--- src/fdco_pkg.sv ---
// constants and types for the floppy drive control output block
package fdco_pkg;
  localparam int unsigned ADDR_W = 8;
  // register byte offsets
  localparam logic [7:0] OFS_DIGITAL_OUTPUT = 8'h00;
  localparam logic [7:0] OFS_FUNCTION_ENABLE = 8'h04;
  localparam logic [7:0] OFS_FUNCTION_CONTROL = 8'h08;
  localparam logic [7:0] OFS_CONFIG_CONTROL = 8'h0C;
  localparam logic [7:0] OFS_DATA_RATE_SELECT = 8'h10;
  localparam logic [7:0] OFS_MODE = 8'h14;
  localparam logic [7:0] OFS_STATUS = 8'h18;
  // values after reset
  localparam logic [7:0] RST_DIGITAL_OUTPUT = 8'h00;
  localparam logic [7:0] RST_FUNCTION_ENABLE = 8'h08;
  localparam logic [7:0] RST_FUNCTION_CONTROL = 8'h00;
  localparam logic [7:0] RST_MODE = 8'h20;
  localparam int unsigned RST_DMA_CH = 2;
  // field positions
  localparam int unsigned DIGOUT_SEL_LSB = 0;
  localparam int unsigned DIGOUT_DMA_EN_BIT = 3;
  localparam int unsigned DIGOUT_MOTOR_LSB = 4;
  localparam int unsigned FNEN_FDC_EN_BIT = 3;
  localparam int unsigned FNEN_ENCODED_BIT = 4;
  localparam int unsigned FNCTL_SWAP_BIT = 4;
  localparam int unsigned MODE_FORCE_EN_BIT = 0;
  localparam int unsigned MODE_FORCE_LVL_BIT = 1;
  localparam int unsigned MODE_PPM_BIT = 2;
  localparam int unsigned MODE_PIN_FLAG_BIT = 3;
  localparam int unsigned MODE_DMA_CH_LSB = 4;
  localparam int unsigned MODE_NO_DMA_BIT = 6;
  // bus responses
  localparam logic [1:0] RESP_OKAY = 2'h0;
  localparam logic [1:0] RESP_SLVERR = 2'h2;
  // data rate codes
  typedef enum logic [1:0] {
    RATE_500K = 2'h0,
    RATE_300K = 2'h1,
    RATE_250K = 2'h2,
    RATE_1M = 2'h3
  } fdco_rate_t;
  localparam fdco_rate_t RST_RATE = RATE_250K;
  // bus handshake states
  typedef enum logic [0:0] {
    BUS_IDLE = 1'b0,
    BUS_RESP = 1'b1
  } fdco_bus_state_t;
  // status register layout, high bits first
  typedef struct packed {
    logic ack_active;
    logic [1:0] drive_select_n;
    logic head_dir_n;
    logic density;
    fdco_rate_t rate;
  } fdco_status_t;
endpackage : fdco_pkg

--- src/fdco_ds_if.sv ---
// carrier between the register logic and the drive select decoder
`timescale 1ns/1ps
interface fdco_ds_if #(parameter int unsigned NUM_DRIVES = 4);
  logic [1:0] sel;
  logic [NUM_DRIVES-1:0] motor;
  logic encoded;
  logic swap;
  logic [1:0] ds_n;
  modport ctl (output sel, output motor, output encoded, output swap, input ds_n);
  modport dec (input sel, input motor, input encoded, input swap, output ds_n);
endinterface : fdco_ds_if

--- src/fdco_drive_decode.sv ---
// drive select decoder with motor gating, swap and encoded mode
`timescale 1ns/1ps
module fdco_drive_decode #(
  parameter int unsigned NUM_DRIVES = 4
) (
  fdco_ds_if.dec ds
);
  import fdco_pkg::*;
  logic [NUM_DRIVES-1:0] hit;
  logic [1:0] phys_sel;
  logic any_hit;

  // logical drive hit, gated by its own motor bit
  for (genvar i = 0; i < NUM_DRIVES; i++) begin : g_hit
    assign hit[i] = (ds.sel == 2'(i)) && ds.motor[i];
  end

  // exchange of drives zero and one
  assign phys_sel = (ds.swap && !ds.sel[1]) ? {1'b0, ~ds.sel[0]} : ds.sel;
  assign any_hit = |hit;

  // pin levels: one-hot low, or encoded selected drive
  always_comb begin
    if (ds.encoded) begin
      ds.ds_n = any_hit ? ~phys_sel : 2'h3;
    end else if (ds.swap) begin
      ds.ds_n = {~hit[0], ~hit[1]};
    end else begin
      ds.ds_n = {~hit[1], ~hit[0]};
    end
  end
endmodule : fdco_drive_decode

--- src/fdco_top.sv ---
// floppy drive control outputs with axi4-lite register slave
`timescale 1ns/1ps
module fdco_top #(
  parameter int unsigned NUM_DMA_CH = 4,
  parameter int unsigned NUM_DRIVES = 4
) (
  input wire logic aclk,
  input wire logic aresetn,
  input wire logic [fdco_pkg::ADDR_W-1:0] s_axil_awaddr,
  input wire logic [2:0] s_axil_awprot,
  input wire logic s_axil_awvalid,
  output logic s_axil_awready,
  input wire logic [31:0] s_axil_wdata,
  input wire logic [3:0] s_axil_wstrb,
  input wire logic s_axil_wvalid,
  output logic s_axil_wready,
  output logic [1:0] s_axil_bresp,
  output logic s_axil_bvalid,
  input wire logic s_axil_bready,
  input wire logic [fdco_pkg::ADDR_W-1:0] s_axil_araddr,
  input wire logic [2:0] s_axil_arprot,
  input wire logic s_axil_arvalid,
  output logic s_axil_arready,
  output logic [31:0] s_axil_rdata,
  output logic [1:0] s_axil_rresp,
  output logic s_axil_rvalid,
  input wire logic s_axil_rready,
  input wire logic ident,
  input wire logic seek_active,
  input wire logic seek_step_in,
  input wire logic rw_active,
  input wire logic fdc_dma_req,
  input wire logic [7:0] fdc_rd_byte,
  output logic [7:0] dma_wr_byte,
  output logic dma_wr_strobe,
  output logic dma_rd_strobe,
  input wire logic [NUM_DMA_CH-1:0] dma_ack_n,
  input wire logic rd_n,
  input wire logic wr_n,
  input wire logic [7:0] host_data_in,
  output logic [7:0] host_data_out,
  output logic host_data_oe,
  output logic [NUM_DMA_CH-1:0] dma_request,
  output logic [NUM_DMA_CH-1:0] dma_request_oe,
  output logic density_select,
  output logic head_dir_n,
  output logic drive_select_0_n,
  output logic drive_select_1_n,
  output logic density_select_ppm,
  output logic head_dir_ppm_n
);
  import fdco_pkg::*;
  // refuse shapes the logic cannot serve
  if (NUM_DMA_CH < 3 || NUM_DMA_CH > 4) begin : g_bad_ch
    $error("NUM_DMA_CH must be 3 or 4");
  end
  if (NUM_DRIVES != 4) begin : g_bad_drv
    $error("NUM_DRIVES must be 4");
  end

  localparam logic [NUM_DMA_CH-1:0] RST_DMA_OE = NUM_DMA_CH'(1 << RST_DMA_CH);
  fdco_ds_if #(.NUM_DRIVES(NUM_DRIVES)) ds_if ();
  // bus state
  fdco_bus_state_t wstate, next_wstate, rstate, next_rstate;
  logic aw_held, next_aw_held, w_held, next_w_held;
  logic [ADDR_W-1:0] awaddr_q, next_awaddr_q;
  logic [7:0] wbyte_q, next_wbyte_q;
  logic wlane_q, next_wlane_q;
  logic next_awready, next_wready, next_arready;
  logic [1:0] next_bresp, next_rresp;
  logic [31:0] next_rdata;
  logic do_write;
  // register state
  logic [7:0] digital_output_reg, next_digital_output_reg;
  logic [7:0] function_enable_reg, next_function_enable_reg;
  logic [7:0] function_control_reg, next_function_control_reg;
  logic [7:0] mode_reg, next_mode_reg;
  fdco_rate_t rate, next_rate;
  // drive outputs
  logic next_density, next_dir_n, next_density_ppm, next_dir_ppm_n;
  logic high_density, auto_density, ppm_on;
  // dma path
  logic [1:0] dma_ch;
  logic dma_path_ok;
  logic [NUM_DMA_CH-1:0] ack_sel, next_req, next_req_oe;
  logic ack_active, ack_active_q;
  logic rd_n_q, wr_n_q;
  logic next_host_oe, next_wr_strobe, next_rd_strobe;
  logic [7:0] next_host_out, next_wr_byte;
  fdco_status_t status;
  // offsets that answer okay on write
  function automatic logic wr_mapped(input logic [ADDR_W-1:0] a);
    wr_mapped = (a == OFS_DIGITAL_OUTPUT) || (a == OFS_FUNCTION_ENABLE) ||
                (a == OFS_FUNCTION_CONTROL) || (a == OFS_CONFIG_CONTROL) ||
                (a == OFS_DATA_RATE_SELECT) || (a == OFS_MODE) || (a == OFS_STATUS);
  endfunction : wr_mapped
  function automatic logic is_high(input fdco_rate_t r);
    is_high = (r == RATE_500K) || (r == RATE_1M);
  endfunction : is_high
  assign do_write = aw_held && w_held && (wstate == BUS_IDLE);
  // write channel: address and data taken in either order
  always_comb begin
    next_wstate = wstate;
    next_aw_held = aw_held;
    next_w_held = w_held;
    next_awaddr_q = awaddr_q;
    next_wbyte_q = wbyte_q;
    next_wlane_q = wlane_q;
    next_bresp = s_axil_bresp;
    if (s_axil_awvalid && s_axil_awready) begin
      next_aw_held = 1'b1;
      next_awaddr_q = s_axil_awaddr;
    end
    if (s_axil_wvalid && s_axil_wready) begin
      next_w_held = 1'b1;
      next_wbyte_q = s_axil_wdata[7:0];
      next_wlane_q = s_axil_wstrb[0];
    end
    unique case (wstate)
      BUS_IDLE: begin
        if (do_write) begin
          next_wstate = BUS_RESP;
          next_aw_held = 1'b0;
          next_w_held = 1'b0;
          next_bresp = wr_mapped(awaddr_q) ? RESP_OKAY : RESP_SLVERR;
        end
      end
      BUS_RESP: begin
        if (s_axil_bready) begin
          next_wstate = BUS_IDLE;
        end
      end
    endcase
    next_awready = !next_aw_held && (next_wstate == BUS_IDLE);
    next_wready = !next_w_held && (next_wstate == BUS_IDLE);
  end

  // status word of the block's own state
  assign status = '{ack_active: ack_active_q, drive_select_n: {drive_select_1_n, drive_select_0_n},
                    head_dir_n: head_dir_n, density: density_select, rate: rate};

  // read channel: one read at a time
  always_comb begin
    next_rstate = rstate;
    next_rdata = s_axil_rdata;
    next_rresp = s_axil_rresp;
    unique case (rstate)
      BUS_IDLE: begin
        if (s_axil_arvalid && s_axil_arready) begin
          next_rstate = BUS_RESP;
          next_rresp = RESP_OKAY;
          unique case (s_axil_araddr)
            OFS_DIGITAL_OUTPUT: next_rdata = {24'h0, digital_output_reg};
            OFS_FUNCTION_ENABLE: next_rdata = {24'h0, function_enable_reg};
            OFS_FUNCTION_CONTROL: next_rdata = {24'h0, function_control_reg};
            OFS_CONFIG_CONTROL, OFS_DATA_RATE_SELECT: next_rdata = {30'h0, rate};
            OFS_MODE: next_rdata = {24'h0, mode_reg};
            OFS_STATUS: next_rdata = {25'h0, status};
            default: begin
              next_rdata = 32'h0;
              next_rresp = RESP_SLVERR;
            end
          endcase
        end
      end
      BUS_RESP: begin
        if (s_axil_rready) begin
          next_rstate = BUS_IDLE;
        end
      end
    endcase
    next_arready = (next_rstate == BUS_IDLE);
  end

  // register writes; both rate registers feed one rate
  always_comb begin
    next_digital_output_reg = digital_output_reg;
    next_function_enable_reg = function_enable_reg;
    next_function_control_reg = function_control_reg;
    next_mode_reg = mode_reg;
    next_rate = rate;
    if (do_write && wlane_q) begin
      unique case (awaddr_q)
        OFS_DIGITAL_OUTPUT: next_digital_output_reg = wbyte_q;
        OFS_FUNCTION_ENABLE: next_function_enable_reg = wbyte_q;
        OFS_FUNCTION_CONTROL: next_function_control_reg = wbyte_q;
        OFS_CONFIG_CONTROL: next_rate = fdco_rate_t'(wbyte_q[1:0]);
        OFS_DATA_RATE_SELECT: next_rate = fdco_rate_t'(wbyte_q[1:0]);
        OFS_MODE: next_mode_reg = wbyte_q;
        default: next_rate = rate;
      endcase
    end
  end

  // density and direction, computed from next rate so both move together
  always_comb begin
    high_density = is_high(next_rate);
    auto_density = ident ? high_density : !high_density;
    next_density = next_mode_reg[MODE_FORCE_EN_BIT] ? next_mode_reg[MODE_FORCE_LVL_BIT] : auto_density;
    next_dir_n = head_dir_n;
    if (rw_active) begin
      next_dir_n = 1'b1;
    end else if (seek_active) begin
      next_dir_n = !seek_step_in;
    end
    ppm_on = next_mode_reg[MODE_PPM_BIT] && !next_mode_reg[MODE_PIN_FLAG_BIT];
    next_density_ppm = ppm_on ? next_density : 1'b0;
    next_dir_ppm_n = ppm_on ? next_dir_n : 1'b1;
  end

  // decoder inputs straight from the output, function enable and function control registers
  assign ds_if.sel = digital_output_reg[DIGOUT_SEL_LSB +: 2];
  assign ds_if.motor = digital_output_reg[DIGOUT_MOTOR_LSB +: NUM_DRIVES];
  assign ds_if.encoded = function_enable_reg[FNEN_ENCODED_BIT];
  assign ds_if.swap = function_control_reg[FNCTL_SWAP_BIT];

  fdco_drive_decode #(.NUM_DRIVES(NUM_DRIVES)) fdco_drive_decode_i (
    .ds(ds_if.dec)
  );

  // dma channel routing and acknowledge qualification
  assign dma_ch = mode_reg[MODE_DMA_CH_LSB +: 2];
  assign dma_path_ok = function_enable_reg[FNEN_FDC_EN_BIT] && !mode_reg[MODE_NO_DMA_BIT];
  for (genvar c = 0; c < NUM_DMA_CH; c++) begin : g_ch
    assign ack_sel[c] = !dma_ack_n[c] && dma_path_ok && (dma_ch == 2'(c));
    assign next_req_oe[c] = dma_path_ok && (dma_ch == 2'(c));
    assign next_req[c] = next_req_oe[c] && digital_output_reg[DIGOUT_DMA_EN_BIT] && fdc_dma_req;
  end
  assign ack_active = |ack_sel;

  // host data bus strobes, honoured only under acknowledge
  always_comb begin
    next_host_oe = ack_active && !rd_n;
    next_host_out = next_host_oe ? fdc_rd_byte : 8'h00;
    next_wr_strobe = ack_active && !wr_n && wr_n_q;
    next_rd_strobe = ack_active && rd_n && !rd_n_q;
    next_wr_byte = next_wr_strobe ? host_data_in : dma_wr_byte;
  end

  // all state registered here
  always_ff @(posedge aclk) begin
    if (!aresetn) begin
      wstate <= BUS_IDLE;
      rstate <= BUS_IDLE;
      aw_held <= 1'b0;
      w_held <= 1'b0;
      awaddr_q <= '0;
      wbyte_q <= 8'h00;
      wlane_q <= 1'b0;
      s_axil_awready <= 1'b0;
      s_axil_wready <= 1'b0;
      s_axil_bvalid <= 1'b0;
      s_axil_bresp <= RESP_OKAY;
      s_axil_arready <= 1'b0;
      s_axil_rvalid <= 1'b0;
      s_axil_rresp <= RESP_OKAY;
      s_axil_rdata <= 32'h0;
      digital_output_reg <= RST_DIGITAL_OUTPUT;
      function_enable_reg <= RST_FUNCTION_ENABLE;
      function_control_reg <= RST_FUNCTION_CONTROL;
      mode_reg <= RST_MODE;
      rate <= RST_RATE;
      density_select <= 1'b0;
      head_dir_n <= 1'b1;
      density_select_ppm <= 1'b0;
      head_dir_ppm_n <= 1'b1;
      drive_select_0_n <= 1'b1;
      drive_select_1_n <= 1'b1;
      dma_request <= '0;
      dma_request_oe <= RST_DMA_OE;
      ack_active_q <= 1'b0;
      rd_n_q <= 1'b1;
      wr_n_q <= 1'b1;
      host_data_oe <= 1'b0;
      host_data_out <= 8'h00;
      dma_wr_strobe <= 1'b0;
      dma_rd_strobe <= 1'b0;
      dma_wr_byte <= 8'h00;
    end else begin
      wstate <= next_wstate;
      rstate <= next_rstate;
      aw_held <= next_aw_held;
      w_held <= next_w_held;
      awaddr_q <= next_awaddr_q;
      wbyte_q <= next_wbyte_q;
      wlane_q <= next_wlane_q;
      s_axil_awready <= next_awready;
      s_axil_wready <= next_wready;
      s_axil_bvalid <= (next_wstate == BUS_RESP);
      s_axil_bresp <= next_bresp;
      s_axil_arready <= next_arready;
      s_axil_rvalid <= (next_rstate == BUS_RESP);
      s_axil_rresp <= next_rresp;
      s_axil_rdata <= next_rdata;
      digital_output_reg <= next_digital_output_reg;
      function_enable_reg <= next_function_enable_reg;
      function_control_reg <= next_function_control_reg;
      mode_reg <= next_mode_reg;
      rate <= next_rate;
      density_select <= next_density;
      head_dir_n <= next_dir_n;
      density_select_ppm <= next_density_ppm;
      head_dir_ppm_n <= next_dir_ppm_n;
      drive_select_0_n <= ds_if.ds_n[0];
      drive_select_1_n <= ds_if.ds_n[1];
      dma_request <= next_req;
      dma_request_oe <= next_req_oe;
      ack_active_q <= ack_active;
      rd_n_q <= rd_n;
      wr_n_q <= wr_n;
      host_data_oe <= next_host_oe;
      host_data_out <= next_host_out;
      dma_wr_strobe <= next_wr_strobe;
      dma_rd_strobe <= next_rd_strobe;
      dma_wr_byte <= next_wr_byte;
    end
  end

  // density follows rate and ident polarity
  chk_density_high_ident: assert property (@(posedge aclk) disable iff (!aresetn)
    ($past(aresetn) && !mode_reg[MODE_FORCE_EN_BIT] && $past(ident)) |-> (density_select == is_high(rate)))
    else $error("density select wrong for rate with ident high");
  chk_density_low_ident: assert property (@(posedge aclk) disable iff (!aresetn)
    ($past(aresetn) && !mode_reg[MODE_FORCE_EN_BIT] && !$past(ident)) |-> (density_select != is_high(rate)))
    else $error("density select wrong for rate with ident low");
  chk_density_forced: assert property (@(posedge aclk) disable iff (!aresetn)
    ($past(aresetn) && mode_reg[MODE_FORCE_EN_BIT]) |-> (density_select == mode_reg[MODE_FORCE_LVL_BIT]))
    else $error("forced density level not driven");
  chk_density_same_cycle: assert property (@(posedge aclk) disable iff (!aresetn)
    ($past(aresetn) && $changed(rate) && is_high(rate) != is_high($past(rate)) && $stable(ident) &&
     !mode_reg[MODE_FORCE_EN_BIT] && !$past(mode_reg[MODE_FORCE_EN_BIT])) |-> $changed(density_select))
    else $error("density select lagged the rate change");
  chk_ppm_copies: assert property (@(posedge aclk) disable iff (!aresetn)
    (mode_reg[MODE_PPM_BIT] && !mode_reg[MODE_PIN_FLAG_BIT]) |->
      (density_select_ppm == density_select && head_dir_ppm_n == head_dir_n))
    else $error("ppm copies differ from main pins");
  chk_dir_seek: assert property (@(posedge aclk) disable iff (!aresetn)
    ($past(aresetn) && $past(seek_active) && !$past(rw_active)) |-> (head_dir_n == !$past(seek_step_in)))
    else $error("direction does not follow seek step");
  chk_dir_rw_idle: assert property (@(posedge aclk) disable iff (!aresetn)
    $past(rw_active) |-> head_dir_n)
    else $error("direction active during read or write");
  chk_drive_plain: assert property (@(posedge aclk) disable iff (!aresetn)
    ($past(aresetn) && !$past(ds_if.encoded) && !$past(ds_if.swap)) |->
      (drive_select_0_n == !($past(ds_if.sel) == 2'h0 && $past(ds_if.motor[0])) &&
       drive_select_1_n == !($past(ds_if.sel) == 2'h1 && $past(ds_if.motor[1]))))
    else $error("plain drive select decode wrong");
  chk_drive_swap: assert property (@(posedge aclk) disable iff (!aresetn)
    ($past(aresetn) && !$past(ds_if.encoded) && $past(ds_if.swap)) |->
      (drive_select_0_n == !($past(ds_if.sel) == 2'h1 && $past(ds_if.motor[1]))))
    else $error("swapped drive select wrong");
  chk_drive_motor_off: assert property (@(posedge aclk) disable iff (!aresetn)
    ($past(aresetn) && $past(ds_if.motor) == '0) |-> (drive_select_0_n && drive_select_1_n))
    else $error("drive selected with all motors off");
  chk_dma_ignored: assert property (@(posedge aclk) disable iff (!aresetn)
    !$past(dma_path_ok) |-> (!dma_wr_strobe && !host_data_oe))
    else $error("strobe honoured with dma path off");
  chk_wr_under_ack: assert property (@(posedge aclk) disable iff (!aresetn)
    dma_wr_strobe |-> ($past(ack_active) && !$past(wr_n) && dma_wr_byte == $past(host_data_in)))
    else $error("write strobe without acknowledge");
  chk_rate_reg_write: assert property (@(posedge aclk) disable iff (!aresetn)
    ($past(do_write) && $past(wlane_q) && ($past(awaddr_q) == OFS_CONFIG_CONTROL ||
     $past(awaddr_q) == OFS_DATA_RATE_SELECT)) |-> (rate == $past(wbyte_q[1:0])))
    else $error("rate not taken from last rate write");
  chk_reset_channel: assert property (@(posedge aclk)
    (!$past(aresetn) && aresetn) |-> (dma_request_oe == RST_DMA_OE && dma_request == '0))
    else $error("reset dma channel assignment wrong");
endmodule : fdco_top

--- config.mk ---
export PLATFORM = sky130hd
export DESIGN_NAME = fdco_top
export DESIGN_NICKNAME = d
export VERILOG_FILES = /design/src/fdco_pkg.sv /design/src/fdco_ds_if.sv /design/src/fdco_drive_decode.sv /design/src/fdco_top.sv
export SDC_FILE = /design/constraint.sdc
export NUM_CORES = 1
export LEC_CHECK = 0
export ABC_CLOCK_PERIOD_IN_PS = 3500
export BUFFER_PORTS_ARGS = -buffer_cell sky130_fd_sc_hd__buf_2
export CAP_MARGIN = 10
export CORE_ASPECT_RATIO = 1.5
export CORE_MARGIN = 2
export CORE_UTILIZATION = 53
export DETAILED_ROUTE_END_ITERATION = 10
export PLACE_DENSITY = 0.95
export SETUP_SLACK_MARGIN = 0.15
export SLEW_MARGIN = 20
export SYNTH_ARGS = -nofsm -noshare
export SYNTH_HDL_FRONTEND = slang
export SYNTH_SLANG_ARGS = --single-unit
--- constraint.sdc ---
create_clock -name aclk -period 3.5 [get_ports aclk]
set_clock_uncertainty 0.05 [all_clocks]
set_input_delay 0.35 -clock aclk [delete_from_list [all_inputs] [get_ports aclk]]
set_output_delay 0.35 -clock aclk [all_outputs]
set_load 0.05 [all_outputs]
==> impl_metrics.json <==
{
  "clk_latency_ps": 350,
  "cp-start-kind": "flip-flop",
  "powerDensity_nw_per_um2": 473,
  "ys.warnings.count": 0,
  "utilization": 0.632,
  "critical_path_required_ps": 3690,
  "cp.arrival_ps": 2680,
  "areaGrowthSynthToFinish_pct": 17.4,
  "synthCells": 458,
  "overflow": 0,
  "synth_area_per_cell_um2": 9.78,
  "layout.nets": 644,
  "synth_edf_count": 0,
  "cts-buffers-inserted": 9,
  "rows": 41,
  "finalMaxSlewViolations": 0,
  "start_util": 0.539,
  "max_freq_mhz": 403,
  "slew_headroom": 0.417,
  "place_hpwl_mm": 6.94,
  "grt_pass1_wl_mm": 14.6,
  "gp_congestion": 0.810,
  "finalCriticalPeriod_ps": 2480,
  "synth-async-reset-ratio": 0,
  "crit_slowest_cell": "nor3b_2",
  "p_seq_frac": 0.496,
  "status": "completed",
  "synth_top_cells_by_area": "dfxtp_1 (46%), mux2i_1 (11%), nor2b_1 (5.9%)",
  "synth.distinct_cells": 50,
  "switching_power_mw": 0.690,
  "synth_commonest_cells": "dfxtp_1 (104), nand2_1 (54), mux2i_1 (47), nor2b_1 (42), buf_4 (26)",
  "grt_max_degree": 52,
  "crit_path_max_incr_delay_ps": 760,
  "synthFlopType": "dfxtp_1",
  "synth_top_cell_area_share": 0.465,
  "setup_tns_ps": 0,
  "h-tree-depth": 3,
  "p_int_mw": 1.80,
  "place_ws_ps": 1050,
  "drv_cap": 0,
  "drc_errors": 0,
  "totalWireLength_mm": 9.33,
  "crit_family": "simple AND/OR/NAND/NOR gates",
  "p_comb_frac": 0.107,
  "synth_seq_area_share": 0.465,
  "diodes": 0,
  "fp.dieArea_um2": 9220,
  "crit_chain": "or4_4 > nor4_2 > nor3b_2 > mux2i_1 > nor2b_1",
  "cts_tree": "built",
  "p_clk_frac": 0.396,
  "grt_pass1_vias": 3120,
  "die_w_um": 79.1,
  "antenna_found_initial": 0,
  "crit_buf_inv": 0,
  "cts_setup_buffers": 0,
  "ys_seq_elements": 104,
  "clk_pin_slew_ps": 70,
  "cts_resized": 0,
  "cts_root_buf": "clkbuf_16",
  "ctsHoldBuffers": 0,
  "ant_nets": 0,
  "fp.coreArea_um2": 8310,
  "critPathKind": "reg -> reg",
  "drive_gt1_frac": 0.260,
  "fp.dieH_um": 117,
  "ir_drop_mv": 0.283,
  "grt_use_total": 0.203,
  "worst_pin_slew_ps": 871,
  "num_io_pins": 166,
  "hold_viol": 0,
  "fin_crit_sh": 0.710,
  "cts.sinks": 104,
  "routed_via_density": 5.14,
  "setup_viol": 0,
  "crit_path_max_fanout": 8,
  "setup_slack_ps": 1020,
  "leakage_nw": 2.23,
  "hold_class": "in -> reg",
  "io_buffer_count": 106,
  "synth_largest_area_cell": "dfxtp_1",
  "cts_buffer_depth": 2,
  "firstDrtPassIters": 4,
  "crit_path_end_kind": "flip-flop",
  "vias": 3410,
  "fillers": 707,
  "drtIter0Drc": 169,
  "wl_per_cell_um": 14.0,
  "yosysMostFrequentCell": "dfxtp_1",
  "swShare": 0.278,
  "rsz0062_at_grt": "false",
  "synthesis.area_um2": 4480
}
[layer usage]
metal,up-vias,GRT usage,part of all wire
met5,-,0,0
li1,1698,-,-
met1,1607,0.238,0.41
met4,0,0.0805,0.017
met2,91,0.364,0.53
met3,14,0.0379,0.036
[final timing paths]
path | from | end | slack, ps | depth (start not counted)
setup / recovery | awaddr_q[1] | digital_output_reg[6] | 1020 | 5
hold / removal | wr_n | dma_wr_strobe | 140 | 2
setup reg to reg | awaddr_q[1] | digital_output_reg[6] | 1020 | 5
hold reg to reg | rd_n_q | dma_rd_strobe | 350 | 1
[power groups by stage]
| stage | clock network, mW | logic, mW | registers [mW] |
|---|---|---|---|
| global route | 1.06 | 0.286 | 1.24 |
| global placement | 0 | 0.261 | 1.26 |
| floorplan | 0 | 0.178 | 1.30 |
| finish | 0.985 | 0.267 | 1.23 |
| CTS | 1.00 | 0.267 | 1.23 |
| detailed placement | 0 | 0.266 | 1.26 |
[layout by cell type (no fill, tap or decap), drive strengths merged, types with 5 or more instances in the layout]
| master | instances |
|---|---|
| nand2 | 54 |
| mux2 | 8 |
| buf | 109 |
| nand2b | 8 |
| and2 | 12 |
| a21oi | 6 |
| o21ai | 14 |
| a22oi | 8 |
| nor2b | 42 |
| nand3 | 6 |
| conb | 26 |
| inv | 8 |
| nor3 | 5 |
| clkbuf | 9 |
| dfxtp | 104 |
| nor3b | 5 |
| o22a | 5 |
| nand3b | 8 |
| a21boi | 19 |
| nor2 | 19 |
| mux2i | 48 |
[kinds of logic after synthesis]
| kind of cell | count (synthesis) | synth area share |
|---|---|---|
| muxes | 58 | 0.138 |
| xor gates and xnor gates | 3 | 0.00587 |
| and+or+nand+nor | 174 | 0.215 |
| other | 1 | 0.000837 |
| DFF | 104 | 0.465 |
| AOI/OAI and AO/OA | 63 | 0.103 |
| buffers and inverters | 55 | 0.0724 |
[per-stage QoR]
stage	instances	total power, mW	hold WS (ps)	cell area [µm²]
2_1_floorplan	483	1.48	323	4570
3_3_place_gp	648	1.52	330	4960
3_5_place_dp	648	1.53	330	4960
4_1_cts	664	2.50	132	5260
5_1_grt	664	2.58	132	5260
6_report	664	2.49	139	5260
[cell type report]
cell class              count  area [µm²]  share of cell area
clock buffers               9         225              0.0429
clock inverters             7        73.8              0.0140
multi-input cells         324        2170               0.413
repair buffers            109         553               0.105
inverters                   4        15.0             0.00286
flip-flops and latches    104        2080               0.396
well taps                 107         134              0.0255
Power figures use the tool's default switching activity.
